===== src/rtl/gsl_pkg.sv =====
// Purpose: shared constants and types of the gateway switch and light logic
// Assumes: one 100 MHz clock, synchronous active-high reset
// Notes: light pairs are coded {red, green}
package gsl_pkg;
    localparam int CLK_HZ = 100_000_000;
    localparam int UART_BAUD = 9600;
    // bit time rounded down: 9600 baud is 10416.67 cycles, error 0.006 %
    localparam int UART_DIV = CLK_HZ / UART_BAUD;
    localparam int UART_CNT_W = 14;
    localparam logic [2:0] UART_LAST_BIT = 3'h7;
    localparam int BLINK_HZ = 2;
    localparam int BLINK_HALF = CLK_HZ / (2 * BLINK_HZ);
    localparam int BLINK_CNT_W = 25;
    localparam longint WARN_HOLD_S = 60;
    localparam longint WARN_HOLD_CYC = WARN_HOLD_S * longint'(CLK_HZ);
    localparam int WARN_CNT_W = 33;
    localparam logic [7:0] ADDR_MAX = 8'h7D;
    localparam logic [7:0] ADDR_RST = 8'h00;
    localparam logic [3:0] DIAG_LEN = 4'h1;
    localparam logic [3:0] DIAG_MAX = 4'h8;
    localparam logic [3:0] ERR_NONE = 4'h0;
    localparam logic [3:0] ERR_SERIOUS_MAX = 4'h5;
    localparam logic [3:0] ERR_SERIAL = 4'h9;
    localparam logic [3:0] CFG_RATE_DIP = 4'h0;
    localparam logic [3:0] CFG_RATE_MAX = 4'h8;
    localparam logic [1:0] LIGHT_OFF = 2'h0;
    localparam logic [1:0] LIGHT_GREEN = 2'h1;
    localparam logic [1:0] LIGHT_RED = 2'h2;
    localparam logic [3:0] CFG_PATTERN = 4'h5;

    typedef enum logic [1:0] {FB_DATA_EXCH, FB_WAIT_CFG, FB_WAIT_PRM, FB_FAULT} gsl_fb_state_t;
    typedef enum logic [2:0] {
        RATE_1M, RATE_500K, RATE_250K, RATE_125K, RATE_100K, RATE_50K, RATE_20K, RATE_10K
    } gsl_can_rate_t;

    typedef struct packed {
        logic valid;
        logic [7:0] data;
    } gsl_byte_t;

    typedef struct packed {
        logic fb_err;
        logic [1:0] fb_state;
        logic [1:0] can_state;
        logic [3:0] fault_code;
    } gsl_lights_t;

    typedef struct packed {
        logic [3:0] len;
        logic [3:0] err_num;
    } gsl_diag_t;
endpackage : gsl_pkg


===== src/rtl/gsl_status.sv =====
// Purpose: gateway front panel: switches, status lights, error number, serial port
// Assumes: state, error and frame inputs come from the protocol engines, synchronous
// Notes: every output is registered; error number and error lights lag err_set_i by two cycles
`timescale 1ns/1ps
module gsl_status
    import gsl_pkg::*;
#(
    parameter int UART_DIV_CYC = UART_DIV,
    parameter int BLINK_HALF_CYC = BLINK_HALF,
    parameter logic [WARN_CNT_W-1:0] WARN_HOLD = WARN_CNT_W'(WARN_HOLD_CYC)
) (
    input wire logic ref_clk_i,
    input wire logic reset_i,
    input wire logic [3:0] addr_high_sw_i,
    input wire logic [3:0] addr_low_sw_i,
    input wire logic [7:0] dip_sw_i,
    input wire gsl_fb_state_t fb_state_i,
    input wire logic can_ready_i,
    input wire logic can_fault_i,
    input wire logic config_mode_i,
    input wire logic can_tx_done_i,
    input wire logic can_rx_done_i,
    input wire logic err_set_i,
    input wire logic [3:0] err_num_i,
    input wire logic [3:0] cfg_rate_i,
    input wire logic serial_receive_line_i,
    input wire gsl_byte_t cfg_tx_byte_i,
    output logic cfg_tx_ready_o,
    output logic serial_transmit_line_o,
    output gsl_byte_t cfg_rx_byte_o,
    output gsl_lights_t lights_o,
    output gsl_diag_t diag_o,
    output logic [7:0] station_addr_o,
    output logic station_addr_ok_o,
    output logic [5:0] can_node_o,
    output gsl_can_rate_t can_rate_o
);
    typedef struct packed {
        logic captured;
        logic [7:0] addr;
        logic addr_ok;
        logic [5:0] node;
        logic [1:0] dip_rate;
        gsl_can_rate_t rate;
        logic [3:0] err;
        logic [WARN_CNT_W-1:0] warn_cnt;
        logic [BLINK_CNT_W-1:0] blink_cnt;
        logic blink;
        logic rx_seen;
        logic [1:0] tx_cnt;
        logic [1:0] rx_cnt;
        gsl_lights_t lights;
        gsl_diag_t diag;
    } gsl_status_state_t;

    localparam logic [BLINK_CNT_W-1:0] BLINK_LAST = BLINK_CNT_W'(BLINK_HALF_CYC - 1);

    gsl_status_state_t state_reg;
    gsl_status_state_t state_next;
    logic serial_ferr;

    // receiver never gated by config_mode_i so the tool can connect at will
    gsl_uart #(.DIV(UART_DIV_CYC)) u_uart (
        .ref_clk_i(ref_clk_i),
        .reset_i(reset_i),
        .serial_receive_line_i(serial_receive_line_i),
        .tx_byte_i(cfg_tx_byte_i),
        .tx_ready_o(cfg_tx_ready_o),
        .serial_transmit_line_o(serial_transmit_line_o),
        .rx_byte_o(cfg_rx_byte_o),
        .rx_frame_err_o(serial_ferr)
    );

    function automatic gsl_can_rate_t pick_rate(input logic [3:0] stored, input logic [1:0] dip);
        if (stored == CFG_RATE_DIP || stored > CFG_RATE_MAX) begin
            pick_rate = gsl_can_rate_t'({1'b0, dip});
        end else begin
            pick_rate = gsl_can_rate_t'(3'(stored - 4'h1));
        end
    endfunction : pick_rate

    function automatic logic [1:0] pair(input logic red, input logic green);
        pair = {red, green};
    endfunction : pair

    always_comb begin
        logic err_on;
        logic [3:0] new_err;
        logic take_err;
        err_on = 1'b0;
        new_err = err_num_i;
        take_err = 1'b0;
        state_next = state_reg;
        // sampled once after each reset; no input but reset_i rewrites the address later
        if (!state_reg.captured) begin
            state_next.captured = 1'b1;
            state_next.addr = {addr_high_sw_i, addr_low_sw_i};
            state_next.addr_ok = ({addr_high_sw_i, addr_low_sw_i} <= ADDR_MAX);
            state_next.node = dip_sw_i[7:2];
            state_next.dip_rate = {dip_sw_i[0], dip_sw_i[1]};
        end
        state_next.rate = pick_rate(cfg_rate_i, state_reg.dip_rate);
        // blink base
        if (state_reg.blink_cnt == '0) begin
            state_next.blink_cnt = BLINK_LAST;
            state_next.blink = !state_reg.blink;
        end else begin
            state_next.blink_cnt = state_reg.blink_cnt - 1'b1;
        end
        // error store; a serious error is never displaced
        if (err_set_i && err_num_i != ERR_NONE) begin
            take_err = 1'b1;
        end else if (serial_ferr) begin
            take_err = 1'b1;
            new_err = ERR_SERIAL;
        end
        if (state_reg.err > ERR_NONE && state_reg.err <= ERR_SERIOUS_MAX) begin
            take_err = 1'b0;
        end
        if (take_err) begin
            state_next.err = new_err;
            state_next.warn_cnt = WARN_HOLD;
        end else if (state_reg.err > ERR_SERIOUS_MAX) begin
            if (state_reg.warn_cnt <= 1) state_next.err = ERR_NONE;
            state_next.warn_cnt = state_reg.warn_cnt - 1'b1;
        end
        if (can_rx_done_i) begin
            state_next.rx_seen = 1'b1;
            state_next.rx_cnt = state_reg.rx_cnt + 2'h1;
        end
        if (can_tx_done_i) state_next.tx_cnt = state_reg.tx_cnt + 2'h1;
        // lights
        err_on = (state_reg.err != ERR_NONE);
        state_next.lights.fb_err = (fb_state_i != FB_DATA_EXCH);
        // fb_state_i comes from the autobauding engine, so no rate setting here
        case (fb_state_i)
            FB_DATA_EXCH: state_next.lights.fb_state = LIGHT_GREEN;
            FB_WAIT_CFG: state_next.lights.fb_state = pair(1'b0, state_reg.blink);
            FB_WAIT_PRM: state_next.lights.fb_state = pair(!state_reg.blink, state_reg.blink);
            FB_FAULT: state_next.lights.fb_state = LIGHT_RED;
            default: state_next.lights.fb_state = LIGHT_RED;
        endcase
        if (config_mode_i) begin
            state_next.lights.can_state = pair(!state_reg.blink, state_reg.blink);
            state_next.lights.fault_code = state_reg.blink ? CFG_PATTERN : ~CFG_PATTERN;
        end else if (err_on || can_fault_i) begin
            state_next.lights.can_state = LIGHT_RED;
            state_next.lights.fault_code = state_reg.blink ? state_reg.err : 4'h0;
        end else begin
            if (state_reg.rx_seen) begin
                state_next.lights.can_state = LIGHT_GREEN;
            end else if (can_ready_i) begin
                state_next.lights.can_state = pair(1'b0, state_reg.blink);
            end else begin
                state_next.lights.can_state = LIGHT_OFF;
            end
            state_next.lights.fault_code = {state_reg.rx_cnt, state_reg.tx_cnt};
        end
        state_next.diag.len = DIAG_LEN;
        state_next.diag.err_num = state_reg.err;
    end

    always_ff @(posedge ref_clk_i) begin
        if (reset_i) begin
            state_reg <= '0;
            state_reg.addr <= ADDR_RST;
            state_reg.rate <= RATE_1M;
            state_reg.lights.fb_err <= 1'b1;
        end else begin
            state_reg <= state_next;
        end
    end

    assign lights_o = state_reg.lights;
    assign diag_o = state_reg.diag;
    assign station_addr_o = state_reg.addr;
    assign station_addr_ok_o = state_reg.addr_ok;
    assign can_node_o = state_reg.node;
    assign can_rate_o = state_reg.rate;
endmodule : gsl_status


===== src/rtl/gsl_uart.sv =====
// Purpose: serial configuration port, 8 data bits, no parity, 1 stop bit
// Assumes: serial_receive_line_i synchronous to ref_clk_i, idle high
// Notes: lsb first; receiver always runs so the tool may connect at any time
`timescale 1ns/1ps
module gsl_uart
    import gsl_pkg::*;
#(
    parameter int DIV = UART_DIV
) (
    input wire logic ref_clk_i,
    input wire logic reset_i,
    input wire logic serial_receive_line_i,
    input wire gsl_byte_t tx_byte_i,
    output logic tx_ready_o,
    output logic serial_transmit_line_o,
    output gsl_byte_t rx_byte_o,
    output logic rx_frame_err_o
);
    typedef enum logic [1:0] {U_IDLE, U_START, U_DATA, U_STOP} gsl_uart_st_t;
    typedef struct packed {
        gsl_uart_st_t rx_st;
        logic [UART_CNT_W-1:0] rx_cnt;
        logic [2:0] rx_bit;
        logic [7:0] rx_sh;
        gsl_byte_t rx_out;
        logic rx_ferr;
        gsl_uart_st_t tx_st;
        logic [UART_CNT_W-1:0] tx_cnt;
        logic [2:0] tx_bit;
        logic [7:0] tx_sh;
        logic tx_line;
        logic tx_ready;
    } gsl_uart_state_t;

    localparam logic [UART_CNT_W-1:0] BIT_LAST = UART_CNT_W'(DIV - 1);
    localparam logic [UART_CNT_W-1:0] HALF_LAST = UART_CNT_W'(DIV / 2 - 1);

    gsl_uart_state_t state_reg;
    gsl_uart_state_t state_next;

    always_comb begin
        state_next = state_reg;
        state_next.rx_out.valid = 1'b0;
        state_next.rx_ferr = 1'b0;
        if (state_reg.rx_cnt != '0) state_next.rx_cnt = state_reg.rx_cnt - 1'b1;
        if (state_reg.tx_cnt != '0) state_next.tx_cnt = state_reg.tx_cnt - 1'b1;
        case (state_reg.rx_st)
            U_IDLE: begin
                if (!serial_receive_line_i) begin
                    state_next.rx_st = U_START;
                    state_next.rx_cnt = HALF_LAST;
                end
            end
            U_START: begin
                if (state_reg.rx_cnt == '0) begin
                    // glitch shorter than half a bit is dropped
                    state_next.rx_st = serial_receive_line_i ? U_IDLE : U_DATA;
                    state_next.rx_cnt = BIT_LAST;
                    state_next.rx_bit = 3'h0;
                end
            end
            U_DATA: begin
                if (state_reg.rx_cnt == '0) begin
                    state_next.rx_sh = {serial_receive_line_i, state_reg.rx_sh[7:1]};
                    state_next.rx_bit = state_reg.rx_bit + 3'h1;
                    state_next.rx_cnt = BIT_LAST;
                    if (state_reg.rx_bit == UART_LAST_BIT) state_next.rx_st = U_STOP;
                end
            end
            U_STOP: begin
                if (state_reg.rx_cnt == '0) begin
                    state_next.rx_st = U_IDLE;
                    state_next.rx_out.data = state_reg.rx_sh;
                    state_next.rx_out.valid = serial_receive_line_i;
                    state_next.rx_ferr = !serial_receive_line_i;
                end
            end
            default: state_next.rx_st = U_IDLE;
        endcase
        case (state_reg.tx_st)
            U_IDLE: begin
                if (tx_byte_i.valid && state_reg.tx_ready) begin
                    state_next.tx_sh = tx_byte_i.data;
                    state_next.tx_line = 1'b0;
                    state_next.tx_ready = 1'b0;
                    state_next.tx_cnt = BIT_LAST;
                    state_next.tx_st = U_START;
                end
            end
            U_START, U_DATA: begin
                if (state_reg.tx_cnt == '0) begin
                    state_next.tx_cnt = BIT_LAST;
                    if (state_reg.tx_st == U_DATA && state_reg.tx_bit == UART_LAST_BIT) begin
                        state_next.tx_line = 1'b1;
                        state_next.tx_st = U_STOP;
                    end else begin
                        state_next.tx_line = state_reg.tx_sh[0];
                        state_next.tx_sh = {1'b0, state_reg.tx_sh[7:1]};
                        state_next.tx_bit = (state_reg.tx_st == U_START) ? 3'h0
                            : state_reg.tx_bit + 3'h1;
                        state_next.tx_st = U_DATA;
                    end
                end
            end
            U_STOP: begin
                if (state_reg.tx_cnt == '0) begin
                    state_next.tx_st = U_IDLE;
                    state_next.tx_ready = 1'b1;
                end
            end
            default: state_next.tx_st = U_IDLE;
        endcase
    end

    always_ff @(posedge ref_clk_i) begin
        if (reset_i) begin
            state_reg <= '0;
            state_reg.rx_st <= U_IDLE;
            state_reg.tx_st <= U_IDLE;
            state_reg.tx_line <= 1'b1;
            state_reg.tx_ready <= 1'b1;
        end else begin
            state_reg <= state_next;
        end
    end

    assign tx_ready_o = state_reg.tx_ready;
    assign serial_transmit_line_o = state_reg.tx_line;
    assign rx_byte_o = state_reg.rx_out;
    assign rx_frame_err_o = state_reg.rx_ferr;
endmodule : gsl_uart


===== config.mk =====
export PLATFORM = sky130hd
export DESIGN_NAME = gsl_status
export DESIGN_NICKNAME = d
export VERILOG_FILES = /design/src/rtl/gsl_pkg.sv /design/src/rtl/gsl_status.sv /design/src/rtl/gsl_uart.sv
export SDC_FILE = /design/constraint.sdc
export NUM_CORES = 1
export LEC_CHECK = 0
export BUFFER_PORTS_ARGS = -buffer_cell sky130_fd_sc_hd__buf_4
export CAP_MARGIN = 30
export CORE_MARGIN = 5
export CORE_UTILIZATION = 46
export DETAILED_ROUTE_END_ITERATION = 8
export GPL_ROUTABILITY_DRIVEN = 0
export GPL_TIMING_DRIVEN = 1
export HOLD_SLACK_MARGIN = 0.05
export PLACE_DENSITY_LB_ADDON = 0.05
export SYNTH_ARGS = -nofsm -noshare
export SYNTH_HDL_FRONTEND = slang
export SYNTH_SLANG_ARGS = --single-unit
export TNS_END_PERCENT = 30

===== constraint.sdc =====
create_clock -name ref_clk_i -period 6.6 [get_ports ref_clk_i]
set_input_delay 0.33 -clock ref_clk_i [delete_from_list [all_inputs] [get_ports ref_clk_i]]
set_output_delay 0.33 -clock ref_clk_i [all_outputs]
set_load 0.01 [all_outputs]

; ---- After elaboration in Yosys (flattened, before gate mapping)
; Index checks and enable logic that the tools add are counted.
[totals]
input_bits = 44
register_bits = 172
out_inout_bits = 46
elab_cells = 155
[op_classes]
reduce_logical = 40
mux = 42
n_eq_ne = 20
n_lt_le_gt_ge = 6
addsub = 9
bitwise = 3
[ops]
columns = op, n
row1 = 37-bit 2-to-1 mux, 2
row2 = 14-bit one-hot mux with 3 select lines, 1
row3 = 33-bit by 1-bit <= comparator with 1-bit output (second input constant), 1
row4 = 33-bit by 1-bit subtractor with 33-bit output (second input constant), 1
row5 = 16-bit 2-to-1 mux, 2
row6 = 14-bit zero test, 2
row7 = 14-bit 2-to-1 mux, 2
row8 = 28-bit 2-to-1 mux, 1
row9 = 14-bit one-hot mux with 2 select lines, 1
row10 = 14-bit nonzero test, 2
row11 = 14-bit by 1-bit subtractor with 14-bit output (second input constant), 2
row12 = 27-bit 2-to-1 mux, 1
row13 = 25-bit zero test, 1
row14 = 25-bit 2-to-1 mux, 1
row15 = 25-bit by 1-bit subtractor with 25-bit output (second input constant), 1
row16 = 4-bit 2-to-1 mux, 5
row17 = 19-bit 2-to-1 mux, 1
row18 = 9-bit one-hot mux with 2 select lines, 1
row19 = 2-bit one-hot mux with 4 select lines, 2
row20 = 3-bit AND reduction, 5
row21 = 2-bit by 1-bit inequality test with 1-bit output (second input constant), 7
row22 = 2-bit equality test (second input constant), 6
row23 = 6-bit 2-to-1 mux, 2
row24 = 2-bit nonzero test, 6
row25 = other kinds (32), 64

; ---- Depth between registers and ports, before layout
[depth]
ltp_word = 6
depth_mapped = 10
depth_no_buf = 10

; ---- Modules after synthesis
; From an unflattened synthesis, not the netlist that was laid out.
[hier_totals]
hier_cells = 912
area_unflattened_um2 = 7977.7
[modules_own_cells]
columns = module, area_per_inst_um2, seq_area_each_um2, n_inst, cells_each
row1 = gsl_status, 4526.8, 2062.0, 1, 498
row2 = gsl_uart, 3450.8, 1321.3, 1, 414

; ---- Worst setup path before layout
; Ideal clock, no wire load.
[synth_path]
path_type = register to register
start = register u_uart.state_reg[13] (netlist name)
end = register u_uart.state_reg[13] (netlist name)
required_time_ns = 6.514
synth_period_minus_slack_ns = 2.362
slack_ns = 4.238
setup_ns = 0.086
path_stages_with_launch = 11
n_path_buf = 0
arrival_ns = 2.277
path_cell_list = dfxtp_1 -> inv_1 -> ha_1 -> or4b_2 -> nor4_4 -> inv_1 -> ha_1 -> nand2b_1 -> a21oi_1 -> nor2_1 -> a211oi_1
[synth_between]
elab_chain_cells = 4
elab_cells_between_ends = 7
cone_classes = 1 x add/sub / 4 x mux / 2 x reduce/logical
[synth_lines]
columns = item, line
row1 = "start, declared", gsl_uart.sv:38  ; gsl_uart_state_t state_reg;
row2 = "start signal, assigned", gsl_uart.sv:123  ; state_reg <= state_next;
row3 = 14-bit by 1-bit subtractor with 14-bit output or 14-bit nonzero test (tied branches), gsl_uart.sv:46  ; if (state_reg.tx_cnt != '0) state_next.tx_cnt = state_reg.tx_cnt - 1'b1;
row4 = 14-bit 2-to-1 mux, gsl_uart.sv:46
row5 = 28-bit 2-to-1 mux or 16-bit 2-to-1 mux (tied branches), "gsl_uart.sv:91, gsl_uart.sv:82"
row6 = 14-bit one-hot mux with 2 select lines *, gsl_uart.sv:80  ; case (state_reg.tx_st)
; Mark *: on every way between the ends. The rest lies on a longest branch, timed or not. The select of a mux whose other input is x is not followed.
; A chain may end at the register's enable or synchronous reset.

; ---- Worst setup path after layout
; Ends and elaborated chain as after synthesis.

==> impl_summary.log <==
INFO  metric ys_top_cells_by_count = sky130_fd_sc_hd__dfxtp_1, sky130_fd_sc_hd__nor2_1, sky130_fd_sc_hd__nand2_1
INFO  metric largest_register_ffs = 67
INFO  metric worst_hold_path.num_cells = 2
INFO  metric synthArstFlopShare = 0%
INFO  metric power = 0.004000 W
INFO  metric vias = 6,394
INFO  metric clock_tree.root_cell = sky130_fd_sc_hd__clkbuf_16
INFO  metric hold_path_end = can_rate_o[0]
INFO  metric clock_tree.htree_level_count = 4
INFO  metric yosys_most_used_dff = sky130_fd_sc_hd__dfxtp_1
INFO  metric min_period_over_period = 47.69%
INFO  metric worstSetupEndpointType = flip-flop
INFO  metric setup.worst_path.start_class = flip-flop
INFO  metric run_status = finished, final reports clean
INFO  metric clock_buffers_created_by_tritoncts = 17
INFO  metric antenna_found_initial = 0
INFO  metric tightest_pin_transition = 0.9367 ns
INFO  metric reg2reg_setup_slack = 3.45 ns
INFO  metric cp_data_arrival_time = 3.49 ns
INFO  metric drt_pass1_iterations = 4
INFO  metric cts_max_path_buffers = 2
INFO  metric worst_slew_margin_rel = 37.08%
INFO  metric share_of_post_route_cells_with_drive_strength_above_1 = 14.14%
INFO  metric post_synth_inst_count = 911
INFO  metric grt_use_total = 17.47%
INFO  metric die_h = 140.5 um
INFO  metric avgSynthCellArea = 8.598 um2
INFO  metric finalSetupViolations = 0
INFO  metric r2r_depth = 10
INFO  metric synth.cell_area = 7833 um2
INFO  metric grt_setup_unrepaired = false
INFO  metric cts_post_setup_buffers_inserted = 0
INFO  metric antennaDiodeCount = 0
INFO  metric wire_length_per_cell_after_detailed_routing = 14.93 um
INFO  metric endpoint_of_the_most_critical_register_to_register_path = u_uart.state_reg[13]
INFO  metric num-nets-final = 997
INFO  metric vias_per_cell = 5.474
INFO  metric synthMostInstantiatedCell = sky130_fd_sc_hd__dfxtp_1
INFO  metric cts_tree = yes
INFO  metric crit_path_cell_trace = inv_1 -> ha_1 -> or4b_2 -> nor4_4 -> inv_1 -> ha_1 -> nand2b_1 -> a21oi_1 -> nor2_1 -> a211oi_1
INFO  metric final-max-slew-violation-count = 0
INFO  metric detailedPlace.worstSlack = 3.480 ns
INFO  metric synth_seq_cells = 169
INFO  metric insertion_delay = 0.42 ns
INFO  metric hold_violations = 0
INFO  metric gr_overflow_total = 0
INFO  metric layout_min_cycle_time = 3.148 ns
INFO  metric post_synth_main_area_contributors = sky130_fd_sc_hd__dfxtp_1, sky130_fd_sc_hd__nor2_1, sky130_fd_sc_hd__xnor2_1, sky130_fd_sc_hd__a21oi_1, sky130_fd_sc_hd__buf_4
INFO  metric io_buffer_count = 86
INFO  metric yosys.area.top_type_share = 43.19%
INFO  metric critPathSlowestCell = sky130_fd_sc_hd__or4b_2
INFO  metric drtAntennaViolNets = 0
INFO  metric power_leakage = 3.471 nW
INFO  metric synth_top_cell_by_area = sky130_fd_sc_hd__dfxtp_1
INFO  metric timing.critical_path.required = 6.94 ns
INFO  metric worstPathMaxFanout = 14
INFO  metric drcViolationCount = 0
INFO  metric crit_type = flip-flop to flip-flop
INFO  metric fmax = 0.3177 GHz
INFO  metric fin_util = 53.58%
INFO  metric cts.sinks = 169
INFO  metric cts.repair.resized = 0
INFO  metric crit_family = simple AND/OR/NAND/NOR gates
INFO  metric power.density = 448.6 nW/um2
INFO  metric floorplan.die_area = 19,740 um2
INFO  metric detail_route.wirelength = 17.44 mm
INFO  metric core_region_area = 16,640 um2
INFO  metric timing.rr.start = u_uart.state_reg[13]
INFO  metric timing.clock.skew = 0.006171 ns
INFO  metric worstHoldStart = cfg_rate_i[0]
INFO  metric pin_count_of_the_biggest_net_entering_global_routing = 85
INFO  metric slowest_delay = 0.66 ns
INFO  metric synthToLayoutAreaGrowth = 13.85%
INFO  metric dpl.hpwl = 11.98 mm
INFO  metric worstPathBufferInverterCount = 2
INFO  metric setup_tns = 0 ns
INFO  metric drc_marker_count_from_the_first_detailed_route_iteration = 360
INFO  metric hold_path.class = input port to flip-flop
INFO  metric grt_pass1_vias = 6,211
INFO  metric netlist-cell-type-count = 63
INFO  metric std_cell_rows = 47
INFO  metric synth.yosys.seq_area_share = 43.19%
INFO  metric synth-edff-count = 0
INFO  metric grt_pass1_wl = 29.00 mm
INFO  metric start_util = 47.06%
INFO  metric clkTransAtPathRegs = 0.07 ns
INFO  metric io-pin-count = 90
INFO  metric horizontal_die_dimension = 140.5 um
INFO  metric hold_buffers = 0
INFO  metric cap_viol_max_count = 0
INFO  metric vdd_drop_max = 321.5 uV
INFO  metric final_design_area_no_fill = 8917 um2
INFO  metric final_worst_slack = 3.452 ns
INFO  metric ys_warn_count = 0
INFO  metric detailed_place.area = 8278 um2
-- worst reg2reg max path, delay by kind of cell, from the launching register on --
family          cells  cell delay, ns
simple gates        4            1.54
fa+ha+maj           2            0.42
compound gates      2            0.39
buf+inv             2            0.38
flops               1            0.34
-- worst max path at each step --
stage / depth (start not counted) / endpoint / startpoint
finish: 10 / u_uart.state_reg[13] / u_uart.state_reg[13]
global route: 10 / u_uart.state_reg[13] / u_uart.state_reg[14]
CTS: 10 / u_uart.state_reg[13] / u_uart.state_reg[13]
detailed placement: 10 / u_uart.state_reg[13] / u_uart.state_reg[13]
global placement: 6 / u_uart.state_reg[48] / u_uart.state_reg[52]
floorplan: 10 / u_uart.state_reg[13] / u_uart.state_reg[13]
-- cell families (layout without fill, tap and decap cells) --
family          count (synthesis)  count (layout)  synth area share (%)
compound gates                161             161                 12.38
other cells                     1               3               0.04788
buf+inv                       114             149                 7.763
simple gates                  362             362                 23.83
mux                            18              18                 2.300
xor+xnor                       68              68                 7.604
flops                         169             169                 43.19
fa+ha+maj                      18              18                 2.875
-- cells in the final DEF (no fill, tap or decap), types with 26 or more instances in the layout --
cell type / n
sky130_fd_sc_hd__nor4_1: 34
sky130_fd_sc_hd__o21ai_0: 33
sky130_fd_sc_hd__buf_4: 89
sky130_fd_sc_hd__dfxtp_1: 169
sky130_fd_sc_hd__nand2_1: 78
sky130_fd_sc_hd__nor2_1: 105
sky130_fd_sc_hd__nor3_1: 31
sky130_fd_sc_hd__xor2_1: 26
sky130_fd_sc_hd__xnor2_1: 42
sky130_fd_sc_hd__nand3_1: 27
sky130_fd_sc_hd__inv_1: 26
sky130_fd_sc_hd__a21oi_1: 69
-- final cells by class --
type / instances / area, um2
sequential: 169 / 3383
timing repair buffer: 91 / 700.7
clock buffer: 18 / 439.2
multi-input combinational: 630 / 3849
inverter: 26 / 97.59
tap: 220 / 275.3
clock inverter: 14 / 172.7
fill: 1541 / 7725
-- routing by layer --
layer | share of wire, % | routed length (um) | up-vias | track usage, %
met3 | 3.5 | 617 | 23 | 4.260
met4 | 1.3 | 225 | 0 | 5.354
met1 | 46 | 7996 | 3077 | 21.43
li1 | - | - | 3196 | -
met2 | 49 | 8600 | 98 | 30.27
met5 | 0 | 0 | - | 0
-- power by group --
group / switching, W / leakage (nW) / internal, W
clock network: 0.000422 / 0.285 / 0.000607
logic: 0.000857 / 1.80 / 0.000623
registers: 0.000231 / 1.39 / 0.00126
-- per-stage QoR --
stage	std cells	hold slack, ns
floorplan	913	0.4089
global placement	1134	0.4420
detailed placement	1135	0.4458
CTS	1167	0.08167
global route	1168	0.09042
finish	1168	0.09529
(Power assumes the default switching activity.)
